==> config.mk <==
export PLATFORM = sky130hd
export DESIGN_NAME = gpd_port_regs
export DESIGN_NICKNAME = d
export VERILOG_FILES = /design/src/hw/gpd_pkg.sv /design/src/hw/gpd_pin_sync.sv /design/src/hw/gpd_port_regs.sv
export VERILOG_INCLUDE_DIRS = /design/src /design/src/hw
export SDC_FILE = /design/constraint.sdc
export NUM_CORES = 1
export LEC_CHECK = 0
export BUFFER_PORTS_ARGS = -buffer_cell sky130_fd_sc_hd__buf_4
export CAP_MARGIN = 25
export CELL_PAD_IN_SITES_DETAIL_PLACEMENT = 1
export CELL_PAD_IN_SITES_GLOBAL_PLACEMENT = 1
export CORE_ASPECT_RATIO = 0.9
export CORE_UTILIZATION = 30
export DETAILED_ROUTE_END_ITERATION = 16
export GPL_TIMING_DRIVEN = 0
export PLACE_DENSITY_LB_ADDON = 0.2
export SETUP_SLACK_MARGIN = 0.3
export SLEW_MARGIN = 5
export SYNTH_ARGS = -nofsm -noshare
export SYNTH_HDL_FRONTEND = slang
export SYNTH_SLANG_ARGS = --single-unit
==> constraint.sdc <==
create_clock -name clock -period 2.43 [get_ports clock]
set_input_delay 0.3645 -clock clock [delete_from_list [all_inputs] [get_ports clock]]
set_output_delay 0.3645 -clock clock [all_outputs]
set_load 0.03 [all_outputs]
==> src/hw/gpd_map.svh <==
/*
  Address map, field positions, masks and reset values of the three
  port pin-control registers. Assumes byte addressing on a 32-bit bus.
*/
`ifndef GPD_MAP_SVH
`define GPD_MAP_SVH

// Register byte addresses
`define GPD_PORT0_ADDR   32'hFFFF0D20
`define GPD_PORT1_ADDR   32'hFFFF0D30
`define GPD_PORT2_ADDR   32'hFFFF0D40

// Field positions, common to all ports: pin k sits at field base + k
`define GPD_DIR_LSB      5'd24
`define GPD_OUT_LSB      5'd16
`define GPD_IN_LSB       5'd0
`define GPD_FIELD_W      8

// Implemented bits of each register
`define GPD_P0_DIR_MASK  32'h1F000000
`define GPD_P0_OUT_MASK  32'h001F0000
`define GPD_P0_IN_MASK   32'h0000001F
`define GPD_P1_DIR_MASK  32'h03000000
`define GPD_P1_OUT_MASK  32'h00030000
`define GPD_P1_IN_MASK   32'h00000003
`define GPD_P2_DIR_MASK  32'h73000000
`define GPD_P2_OUT_MASK  32'h00630000
`define GPD_P2_IN_MASK   32'h00000073

// Reset values of direction and output fields
`define GPD_DIR_RESET    8'h00
`define GPD_OUT_RESET    8'h00

// Pin counts
`define GPD_P0_PINS      5
`define GPD_P1_PINS      2
`define GPD_P2_PINS      7
`define GPD_ALL_PINS     14

// Answer on unmapped addresses
`define GPD_UNMAPPED_DATA 32'h00000000

`endif

==> src/hw/gpd_pkg.sv <==
/*
  Types shared by the pin-control register block.
  Assumes gpd_map.svh supplies the numeric constants.
*/
package gpd_pkg;

  typedef enum logic [1:0] {
    GPD_PORT0,
    GPD_PORT1,
    GPD_PORT2,
    GPD_NONE
  } gpd_port_e;

  typedef logic [7:0]  gpd_field_t;
  typedef logic [31:0] gpd_word_t;

endpackage

==> src/hw/gpd_pin_sync.sv <==
/*
  Two-stage synchroniser for the asynchronous pin inputs.
  Assumes an active-low reset whose release is already synchronised to clock.
*/
module gpd_pin_sync #(
  parameter int WIDTH = 14
) (
  input  wire logic             clock,
  input  wire logic             rstN,
  input  wire logic [WIDTH-1:0] pinAsync,
  output logic      [WIDTH-1:0] pinSync
);

  logic [WIDTH-1:0] meta;
  logic [WIDTH-1:0] next_meta;
  logic [WIDTH-1:0] next_sync;

  ////////////////////////////////////////////////////////////////////////////
  // Meta stage feeds only the second stage
  for (genvar i = 0; i < WIDTH; i++) begin : gBit
    always_comb begin
      next_meta[i] = pinAsync[i];
      next_sync[i] = meta[i];
    end
  end

  always_ff @(posedge clock or negedge rstN) begin
    if (!rstN) begin
      meta    <= '0;
      pinSync <= '0;
    end else begin
      meta    <= next_meta;
      pinSync <= next_sync;
    end
  end

endmodule

==> src/hw/gpd_port_regs.sv <==
/*
  Pin-control registers for three general-purpose ports, one 32-bit
  word each, holding direction, output value and live input level.
  Assumes a classic Wishbone master on the same clock and pins that
  are asynchronous to it.
*/
//
// Function
// - Three read/write port words at fixed addresses
// - Input bits return the current pin level
// - Port0 bits 28..24 set pin direction
// - Port0 bits 20..16 drive pin outputs
// - Port0 bits 4..0 read-only pin status
// - Port1 bits 25..24 set pin direction
// - Port1 bits 17..16 drive pin outputs
// - Port1 bits 1..0 report pin levels
// - Port2 sparse direction, output, input bits
`include "gpd_map.svh"

module gpd_port_regs (
  input  wire logic        clock,
  input  wire logic        nrst,
  input  wire logic        cyc_i,
  input  wire logic        stb_i,
  input  wire logic        we_i,
  input  wire logic [31:0] adr_i,
  input  wire logic [3:0]  sel_i,
  input  wire logic [31:0] dat_i,
  output logic      [31:0] dat_o,
  output logic             ack_o,
  input  wire logic [4:0]  p0PinIn,
  output logic      [4:0]  p0PinOut,
  output logic      [4:0]  p0PinOe,
  input  wire logic [1:0]  p1PinIn,
  output logic      [1:0]  p1PinOut,
  output logic      [1:0]  p1PinOe,
  input  wire logic [6:0]  p2PinIn,
  output logic      [6:0]  p2PinOut,
  output logic      [6:0]  p2PinOe
);

  ////////////////////////////////////////////////////////////////////////////
  // Reset release through two flip-flops

  logic rstMetaN;
  logic rstSyncN;

  always_ff @(posedge clock or negedge nrst) begin
    if (!nrst) begin
      rstMetaN <= 1'b0;
      rstSyncN <= 1'b0;
    end else begin
      rstMetaN <= 1'b1;
      rstSyncN <= rstMetaN;
    end
  end

  ////////////////////////////////////////////////////////////////////////////
  // Pin input synchronisation

  logic [`GPD_ALL_PINS-1:0] pinLevel;
  gpd_pkg::gpd_field_t      inVec [3];

  gpd_pin_sync #(
    .WIDTH (`GPD_ALL_PINS)
  ) uPinSync (
    .clock    (clock),
    .rstN     (rstSyncN),
    .pinAsync ({p2PinIn, p1PinIn, p0PinIn}),
    .pinSync  (pinLevel)
  );

  // Port2 pins 2 and 3 have no register bits; their levels are masked on read
  always_comb begin
    inVec[0] = {3'h0, pinLevel[4:0]};
    inVec[1] = {6'h00, pinLevel[6:5]};
    inVec[2] = {1'b0, pinLevel[13:7]};
  end

  ////////////////////////////////////////////////////////////////////////////
  // Decoding helpers

  function automatic gpd_pkg::gpd_port_e portOf(input logic [31:0] adr);
    gpd_pkg::gpd_port_e hit;
    hit = gpd_pkg::GPD_NONE;
    if (adr == `GPD_PORT0_ADDR) begin
      hit = gpd_pkg::GPD_PORT0;
    end else if (adr == `GPD_PORT1_ADDR) begin
      hit = gpd_pkg::GPD_PORT1;
    end else if (adr == `GPD_PORT2_ADDR) begin
      hit = gpd_pkg::GPD_PORT2;
    end
    return hit;
  endfunction

  // Bits that software may change in a port word
  function automatic gpd_pkg::gpd_word_t writeMask(input gpd_pkg::gpd_port_e p);
    gpd_pkg::gpd_word_t m;
    m = 32'h00000000;
    unique case (p)
      gpd_pkg::GPD_PORT0: m = `GPD_P0_DIR_MASK | `GPD_P0_OUT_MASK;
      gpd_pkg::GPD_PORT1: m = `GPD_P1_DIR_MASK | `GPD_P1_OUT_MASK;
      gpd_pkg::GPD_PORT2: m = `GPD_P2_DIR_MASK | `GPD_P2_OUT_MASK;
      gpd_pkg::GPD_NONE:  m = 32'h00000000;
    endcase
    return m;
  endfunction

  function automatic gpd_pkg::gpd_word_t inMask(input gpd_pkg::gpd_port_e p);
    gpd_pkg::gpd_word_t m;
    m = 32'h00000000;
    unique case (p)
      gpd_pkg::GPD_PORT0: m = `GPD_P0_IN_MASK;
      gpd_pkg::GPD_PORT1: m = `GPD_P1_IN_MASK;
      gpd_pkg::GPD_PORT2: m = `GPD_P2_IN_MASK;
      gpd_pkg::GPD_NONE:  m = 32'h00000000;
    endcase
    return m;
  endfunction

  function automatic gpd_pkg::gpd_word_t laneMask(input logic [3:0] sel);
    return {{8{sel[3]}}, {8{sel[2]}}, {8{sel[1]}}, {8{sel[0]}}};
  endfunction

  ////////////////////////////////////////////////////////////////////////////
  // Bus handshake

  gpd_pkg::gpd_port_e hitPort;
  logic               busReq;
  logic               wrCommit;
  logic               next_ack;
  logic [31:0]        next_dat;

  gpd_pkg::gpd_field_t dirReg   [3];
  gpd_pkg::gpd_field_t outReg   [3];
  gpd_pkg::gpd_field_t next_dir [3];
  gpd_pkg::gpd_field_t next_out [3];

  always_comb begin
    hitPort = portOf(adr_i);
    busReq  = cyc_i & stb_i;
    // Write lands on the edge where the master sees ack, so data is held stable
    wrCommit = busReq & we_i & ack_o;
  end

  // Read word: direction, output, live input; reserved bits read as zero
  always_comb begin
    next_ack = busReq & ~ack_o;
    next_dat = dat_o;
    if (busReq & ~ack_o) begin
      next_dat = `GPD_UNMAPPED_DATA;
      if (hitPort != gpd_pkg::GPD_NONE) begin
        next_dat = ({dirReg[hitPort], outReg[hitPort], 8'h00, 8'h00}
                    & writeMask(hitPort))
                 | ({24'h000000, inVec[hitPort]} & inMask(hitPort));
      end
    end
  end

  always_ff @(posedge clock or negedge rstSyncN) begin
    if (!rstSyncN) begin
      ack_o <= 1'b0;
      dat_o <= 32'h00000000;
    end else begin
      ack_o <= next_ack;
      dat_o <= next_dat;
    end
  end

  ////////////////////////////////////////////////////////////////////////////
  // Direction and output fields, one copy per port

  for (genvar p = 0; p < 3; p++) begin : gPort
    gpd_pkg::gpd_word_t wm;

    // Status and reserved positions are outside the mask, so writes there are lost
    always_comb begin
      wm          = writeMask(gpd_pkg::gpd_port_e'(p)) & laneMask(sel_i);
      next_dir[p] = dirReg[p];
      next_out[p] = outReg[p];
      if (wrCommit && (hitPort == gpd_pkg::gpd_port_e'(p))) begin
        next_dir[p] = (dirReg[p] & ~wm[31:24]) | (dat_i[31:24] & wm[31:24]);
        next_out[p] = (outReg[p] & ~wm[23:16]) | (dat_i[23:16] & wm[23:16]);
      end
    end

    always_ff @(posedge clock or negedge rstSyncN) begin
      if (!rstSyncN) begin
        dirReg[p] <= `GPD_DIR_RESET;
        outReg[p] <= `GPD_OUT_RESET;
      end else begin
        dirReg[p] <= next_dir[p];
        outReg[p] <= next_out[p];
      end
    end
  end

  ////////////////////////////////////////////////////////////////////////////
  // Pin drive, straight from the field flip-flops

  // Output value is driven even while the pin is an input; the enable gates it
  always_comb begin
    p0PinOe  = dirReg[0][`GPD_P0_PINS-1:0];
    p0PinOut = outReg[0][`GPD_P0_PINS-1:0];
    p1PinOe  = dirReg[1][`GPD_P1_PINS-1:0];
    p1PinOut = outReg[1][`GPD_P1_PINS-1:0];
    p2PinOe  = dirReg[2][`GPD_P2_PINS-1:0];
    p2PinOut = outReg[2][`GPD_P2_PINS-1:0];
  end
endmodule

Yosys cells after proc, flatten, opt, wreduce, memory -nomap -nowiden
Index checks and enable logic that the tools add are counted.

operators by class
  $lt $le $gt $ge = 1
  equality and inequality tests = 7
  mux-type cells = 19
  bitwise operators = 33
  reductions and logical operators = 4

operator list
  operator              number
  $pmux 32 s4           2
  $mux 32               5
  $eq 32x32->1 const B  3
  $and 8x8->8           6
  $bmux 8 s2            3
  $mux 8                6
  $or 8x8->8            6
  $and 32x32->32        1
  $and 8x32->32         1
  $or 32x32->32         1
  $and 8x2->8           2
  $and 8x5->8           2
  $and 8x7->8           2
  $not 2->8             2
  $not 5->8             2
  $not 7->8             2
  $and 1x1->1           4
  $eq 2x2->1 const B    2
  $mux 2                2
  $ge 3x3->1 const B    1
  $logic_and 1x1->1     3
  $not 2->3             1
  $eq 2x1->1 const B    1
  $logic_not 2->1       1
  3 further kinds       3

storage, ports and cells
  bits in registers = 111
  bits of input ports = 87
  output and inout bits = 61
  logic and storage cells = 76

Logic depth before layout (Yosys ltp)
Gate-level depths: netlist of the first run.

  depth after elaboration = 11
  mapped depth = 7

By module
From an unflattened synthesis of the first run, not the netlist that was laid out.

unflattened totals
  cell total of the unflattened synthesis = 227
  area, all modules = 2,977.9 um^2

modules (own cells, without submodules)
  module         instances  cells an instance  area an instance (um^2)
  gpd_port_regs  1          199                2,277.2
  gpd_pin_sync   1          28                 700.7

Worst setup path before layout of the first run
OpenSTA, ideal clock, no wires.

  path kind = input port to flip-flop
  start = in adr_i[13]
  end = reg (tool-made name)
  library setup time = 0.125 ns
  arrival time = 2.066 ns
  data required time = 2.305 ns
  setup slack = 0.240 ns
  stages on the path = 5
  path buffers = 0
  cell sequence = or4b_1 nor4_4 nand3_1 nor3_2 mux2_2

RTL lines
  what             line                 text
  start, declared  gpd_port_regs.sv:26  input wire logic [31:0] adr_i,

==> results by group, run 1 <==
Status
  • Status: complete, no violations

Floorplanning
  • Core area: just under 9000 um^2
  • Ports: around 150
  • Die ar.: around 9500 um^2
  • Die width: 103 um
  • Starting Density: a little under a third
  • Die H: 92.6 um
  • Site row count: 32

Critical path
  • Max FO, Critical Path: 8
  • Flop-to-flop setup slack: about 580 ps
  • Setup CP Type: in -> reg
  • Worst EP required: around 2600 ps
  • Crit path launch type: input port
  • CP Data Arrival Time: about 2300 ps
  • Reg2Reg Depth: 6
  • Crit. End Element: flip-flop
  • RR Endpoint: dat_o[26]$_DFFE_PN0P_
  • Worst r2r src: ack_o$_DFF_PN0_

Timing
  • Max frequency: slightly below 500 MHz
  • Clock Skew: slightly above 5 ps
  • Clock period minus worst slack: 2050 ps
  • Worst setup margin: between 300 and 400 ps
  • Final slew viol count: 0
  • Unrepaired setup endpoints after global routing: false
  • Final period util: a little over four fifths
  • Final Hold Violating Endpoints: 0
  • Least-Margin Pin Slew: between 600 and 700 ps
  • Endpoints failing setup: 0
  • Slew HR: approximately three fifths

Cells and area
  • Area of the multi-input gates: roughly 950 um^2
  • Register area: 1780 um^2
  • Filler Cell Count: between 900 and 1000
  • Share of layout cells above drive strength 1: between 50 and 60%
  • Finished Core Util: about 47%
  • Final #Nets: around 430
  • Area Growth Syn to Fin: 50.0%
  • Non-filler cells, final: approximately 470
  • Number of diodes: 0

Synth
  • Most frequent cells after synthesis: dfrtp_1 (71), mux2_2 (23), buf_4 (16), a22o_1 (13), nor2_1 (10)
  • Synthesized instance count: 199
  • Post-synth EDFFs: 0
  • Seq/Total Area, Yosys: roughly two thirds
  • #FFs+latches synth: between 70 and 80
  • Most used DFF post-synth: dfrtp_1
  • Synth cell types: 31
  • Synth area leaders: dfrtp_1 (65%), mux2_2 (9.5%), buf_4 (4.4%), a22o_1 (4.2%), mux2i_1 (2.6%)
  • Cell taking the most area after synthesis: dfrtp_1
  • Most common cell in the netlist: dfrtp_1
  • Share of Yosys cell area claimed by the top area cell type: between 60 and 70%
  • Synthesized area per cell: around 14 um^2
  • Asr flop ratio synth: 100%
  • Post-Syn Area: 2740 um^2
  • Yosys warns: 0

Worst hold path
  • Hold Crit Class: in -> reg
  • Hold path cells: 1
  • Hold endpoint: uPinSync.meta[13]$_DFF_PN0_
  • Hold Path Origin: p2PinIn[6]

Routing
  • Drt first pass iters: 4
  • Antenna Nets Post-Route: 0
  • DRC: 0
  • Wire per inst: around 15 um
  • Routed WL: between 6000 and 7000 um
  • Iteration-0 DRC count of the detailed router: 37
  • Vias: around 2100
  • Vias per inst: 4.45

Clocking
  • Clk sink count: a little over 70
  • CTS Buf Count: 9
  • Longest Clk Path Bufs: 2
  • CTS root buffer: clkbuf_8
  • Clock Latency Late Sink: 330 ps
  • Worst-path clk slew: roughly 70 ps
  • CTS tree: built
  • H-tree depth: 3

Power and ir drop
  • Pwr dens: 585 nW/um^2
  • Total power: around 2.4 mW
  • VDD IR max: about 0.00033 V
  • LEAKAGE: 2.12 nW

GRT
  • Largest net degree at the start of global routing: 42
  • First-pass GRT wire length: roughly 11000 um
  • Vias in the first global route: around 2200
  • Total GRT Usage: around 16%
  • Initial antenna violation count: 0
  • GRT overflow: 0

Placed design
  • Placed cell count: about 440
  • PortBufs: approximately 110
  • Worst Setup Slack post-DPL: -334 ps
  • DP HPWL: approximately 5300 um
  • Final GP Congestion: 0.682

Job
  • Max_cap viols: 0
==> placed cells by master, fill, tap and decap left out, types with 2 or more instances in the layout <==
master	count
clkbuf_1	4
conb_1	17
nor2_1	7
buf_4	130
clkinv_2	2
o22ai_1	4
clkbuf_8	10
nand3_1	2
nor3_4	4
nor3_2	2
nand4_1	6
inv_1	2
nand4b_1	2
o31ai_1	3
mux2i_1	7
dfrtp_1	70
nand3_2	2
a22o_1	13
mux2_2	23
nor2_4	3
a21oi_1	5
nand2_1	9
==> per-stage QoR <==
step / hold WS [ps] / cell area [um^2] / setup TNS, ps
final: 134 / 4110 / 0
after detailed placement: 148 / 3810 / -4570
after global routing: 106 / 4110 / 0
after CTS: 107 / 4060 / 0
after global placement: 147 / 3780 / -34510
after floorplan: 68.9 / 2820 / 0
==> power breakdown <==
part	switching, mW	internal [mW]	leakage, nW
registers	0.0201	1.21	0.922
clock network	0.427	0.503	0.0997
logic	0.124	0.115	1.10
total	0.571	1.83	2.12
==> kinds of logic after synthesis <==
logic type / count (synthesis) / share of synthesized area (%)
buffers and inverters: 22 / 5.21
and+or+nand+nor: 45 / 9.65
muxes: 30 / 12.0
DFF: 71 / 64.9
xor gates and xnor gates: 1 / 0.320
other: 2 / 0.274
AOI/OAI and AO/OA: 28 / 7.59
==> critical path, stage by stage <==
cell     delay [ps]
buf_4           110
or4b_4          540
nor4_4          220
buf_4           190
nand4_1         100
buf_4           180
nor2_4          200
mux2_2          360
==> how the worst max path moves through the flow <==
stage | startpoint | end | cells after the start
finish | adr_i[13] | flip-flop | 8
CTS | adr_i[1] | flip-flop | 6
global route | adr_i[13] | dat_o[6]$_DFFE_PN0P_ | 8
global placement | rstSyncN$_DFF_PN0_ | dat_o[24]$_DFFE_PN0P_ | 0
detailed placement | adr_i[1] | flip-flop | 6
floorplan | adr_i[13] | flip-flop | 5
==> area by class of cell <==
| type | count | area share [%] |
|---|---|---|
| well taps | 119 | 3.63 |
| repair buffers | 116 | 21.6 |
| clock inverters | 5 | 1.37 |
| flip-flops and latches | 71 | 43.4 |
| clock buffers | 11 | 3.44 |
| multi-input cells | 121 | 23.1 |
| plain buffers | 19 | 3.20 |
| inverters | 3 | 0.274 |
==> routing by layer <==
layer	part of all wire (%)	routed length [um]	global-route usage (%)
met1	42	2900	19.7
met2	53	3690	27.4
met3	4.5	313	3.92
met4	1.1	78	5.71
met5	0	0	0
==> timing repair <==
item	CTS	global route
pin swaps	3	3
hold buffers	1	0
gates resized for setup	6	5
hold endpoints to repair	2	0
endpoints found under the setup margin	25	36
buffers inserted	2	3
Power figures use the tool's default switching activity.
==> run 2, diff against run 1 <==
clock period = 2.1 ns   (was 2.43 ns; I/O delays follow)
==> results by group, run 2 (synthesis results as in run 1) <==
Critical path
  • Crit path launch type: input port
  • CP Data Arrival Time: roughly 2100 ps
  • Max FO, Critical Path: 5
  • Crit. End Element: flip-flop
  • Setup CP Type: in -> reg
  • Worst EP required: about 2300 ps

Floorplanning
  • Core area: a little under 9000 um^2
  • Site row count: 32
  • Die width: a little over 100 um
  • Die ar.: approximately 9500 um^2
  • Ports: about 150
  • Starting Density: between 30% and 40%
  • Die H: 92.6 um

Power and ir drop
  • VDD IR max: roughly 0.00052 V
  • LEAKAGE: 2.20 nW
  • Pwr dens: about 640 nW/um^2
  • Total power: approximately 2.8 mW

Cells and area
  • Design area: between 4000 and 5000 um^2
  • Commonest non-fill, non-tap cell in the layout: buf_4
  • Final #Nets: 435
  • Area Growth Syn to Fin: 57.6%
  • Number of diodes: 0
  • Share of layout cells above drive strength 1: ~56%
  • Non-filler cells, final: 472
  • Commonest cells after routing, fill and taps aside: buf_4 (129), dfrtp_1 (70), mux2_4 (17), conb_1 (17), a22o_1 (13)

Timing
  • Final Hold Violating Endpoints: 0
  • Least-Margin Pin Slew: 618 ps
  • Slew HR: 58.6%
  • Endpoints failing setup: 0
  • Clock period minus worst slack: about 1900 ps
  • Final slew viol count: 0
  • Hold slack final: around 63 ps
  • Setup TNS: 0 ps
  • Final period util: between 80% and 90%
  • Max frequency: roughly 540 MHz
  • Unrepaired setup endpoints after global routing: true
  • Clock Skew: 4.33 ps

Routing
  • Vias per inst: 4.47
  • Routed WL: 7390 um
  • Antenna Nets Post-Route: 0
  • Iteration-0 DRC count of the detailed router: 43
  • DRC: 0
  • Wire per inst: around 16 um
  • Vias: between 2000 and 2500
  • Drt first pass iters: 4

GRT
  • Vias in the first global route: between 2000 and 2500
  • First-pass GRT wire length: 11600 um
  • Largest net degree at the start of global routing: 51
  • GRT overflow: 0
  • Total GRT Usage: 16.9%
  • Initial antenna violation count: 0

Clocking
  • Clk sink count: 71
  • Longest Clk Path Bufs: 2
  • CTS Buf Count: 9
  • Worst-path clk slew: approximately 80 ps
  • CTS root buffer: clkbuf_8
  • CTS tree: built
  • Clock Latency Late Sink: 350 ps
  • H-tree depth: 3

Placed design
  • Placed cell count: ~440
  • PortBufs: 109
  • DP HPWL: about 5400 um
  • Final GP Congestion: around 0.71
  • DP Area: roughly 3900 um^2

Worst hold path
  • Hold Crit Class: in -> reg

Job
  • Max_cap viols: 0

Status
  • Status: complete, no violations
run 2: cell count changes in the layout (fill, tap and decap cells not counted), moves of 2 or more:
cell      delta
mux2_4      +17
buf_12       +2
buf_6        +5
nor3_4       +2
clkbuf_1     -2
nor3_2       -2
mux2_2      -17
run 2: critical path, cell delays in order:
cell	delay, ps
buf_6	90
or4b_4	530
nor4_4	130
buf_4	190
nand4_1	110
buf_6	170
nor2_4	120
buf_12	140
mux2_4	290
run 2: cell type report:
type | count | area, um^2
multi-input cells | 121 | 1050
plain buffers | 19 | 133
fillers | 955 | 4420
flip-flops and latches | 71 | 1780
repair buffers | 123 | 1000
inverters | 3 | 12.5
clock buffers | 10 | 138
clock inverters | 6 | 52.6
well taps | 119 | 149
run 2: power breakdown:
part	switching, mW	leakage, nW	internal [mW]
combinational	0.149	1.19	0.140
sequential	0.0226	0.922	1.40
clock	0.557	0.0914	0.479
total	0.728	2.20	2.02
run 2: through the flow:
stage,setup WS [ps],utilization (%)
after floorplan,-19.8,-
after global placement,-526,44.0
after detailed placement,-543,44.3
after CTS,223,49.1
after global routing,199,49.4
final,245,49.4
run 2: worst paths after layout:
check / start / end / slack [ps] / depth (start not counted)
min in group asynchronous: rstSyncN$_DFF_PN0_ / uPinSync.meta[3]$_DFF_PN0_ / 220 / 0
max: adr_i[14] / flip-flop / 240 / 9
min reg2reg: rstSyncN$_DFF_PN0_ / uPinSync.meta[3]$_DFF_PN0_ / 220 / 0
max in group asynchronous: rstSyncN$_DFF_PN0_ / dat_o[25]$_DFFE_PN0P_ / 1350 / 1
max reg2reg: ack_o$_DFF_PN0_ / flip-flop / 390 / 6
min: p0PinIn[1] / uPinSync.meta[1]$_DFF_PN0_ / 60 / 1
run 2: what timing repair did:
action	in CTS	in global routing
hold buffers	1	0
pin swaps	13	5
resized for setup	22	7
endpoints found under the hold margin	2	0
buffers inserted	11	1
setup endpoints to repair	43	42
run 2: metal layers:
| metal | vias up | GRT usage (%) | wire [um] | share of wire [%] |
|---|---|---|---|---|
| li1 | 982 | - | - | - |
| met2 | 74 | 27.2 | 3660 | 49 |
| met3 | 15 | 5.66 | 488 | 6.6 |
| met5 | - | 0 | 0 | 0 |
| met1 | 1038 | 20.9 | 3120 | 42 |
| met4 | 0 | 6.07 | 128 | 1.7 |
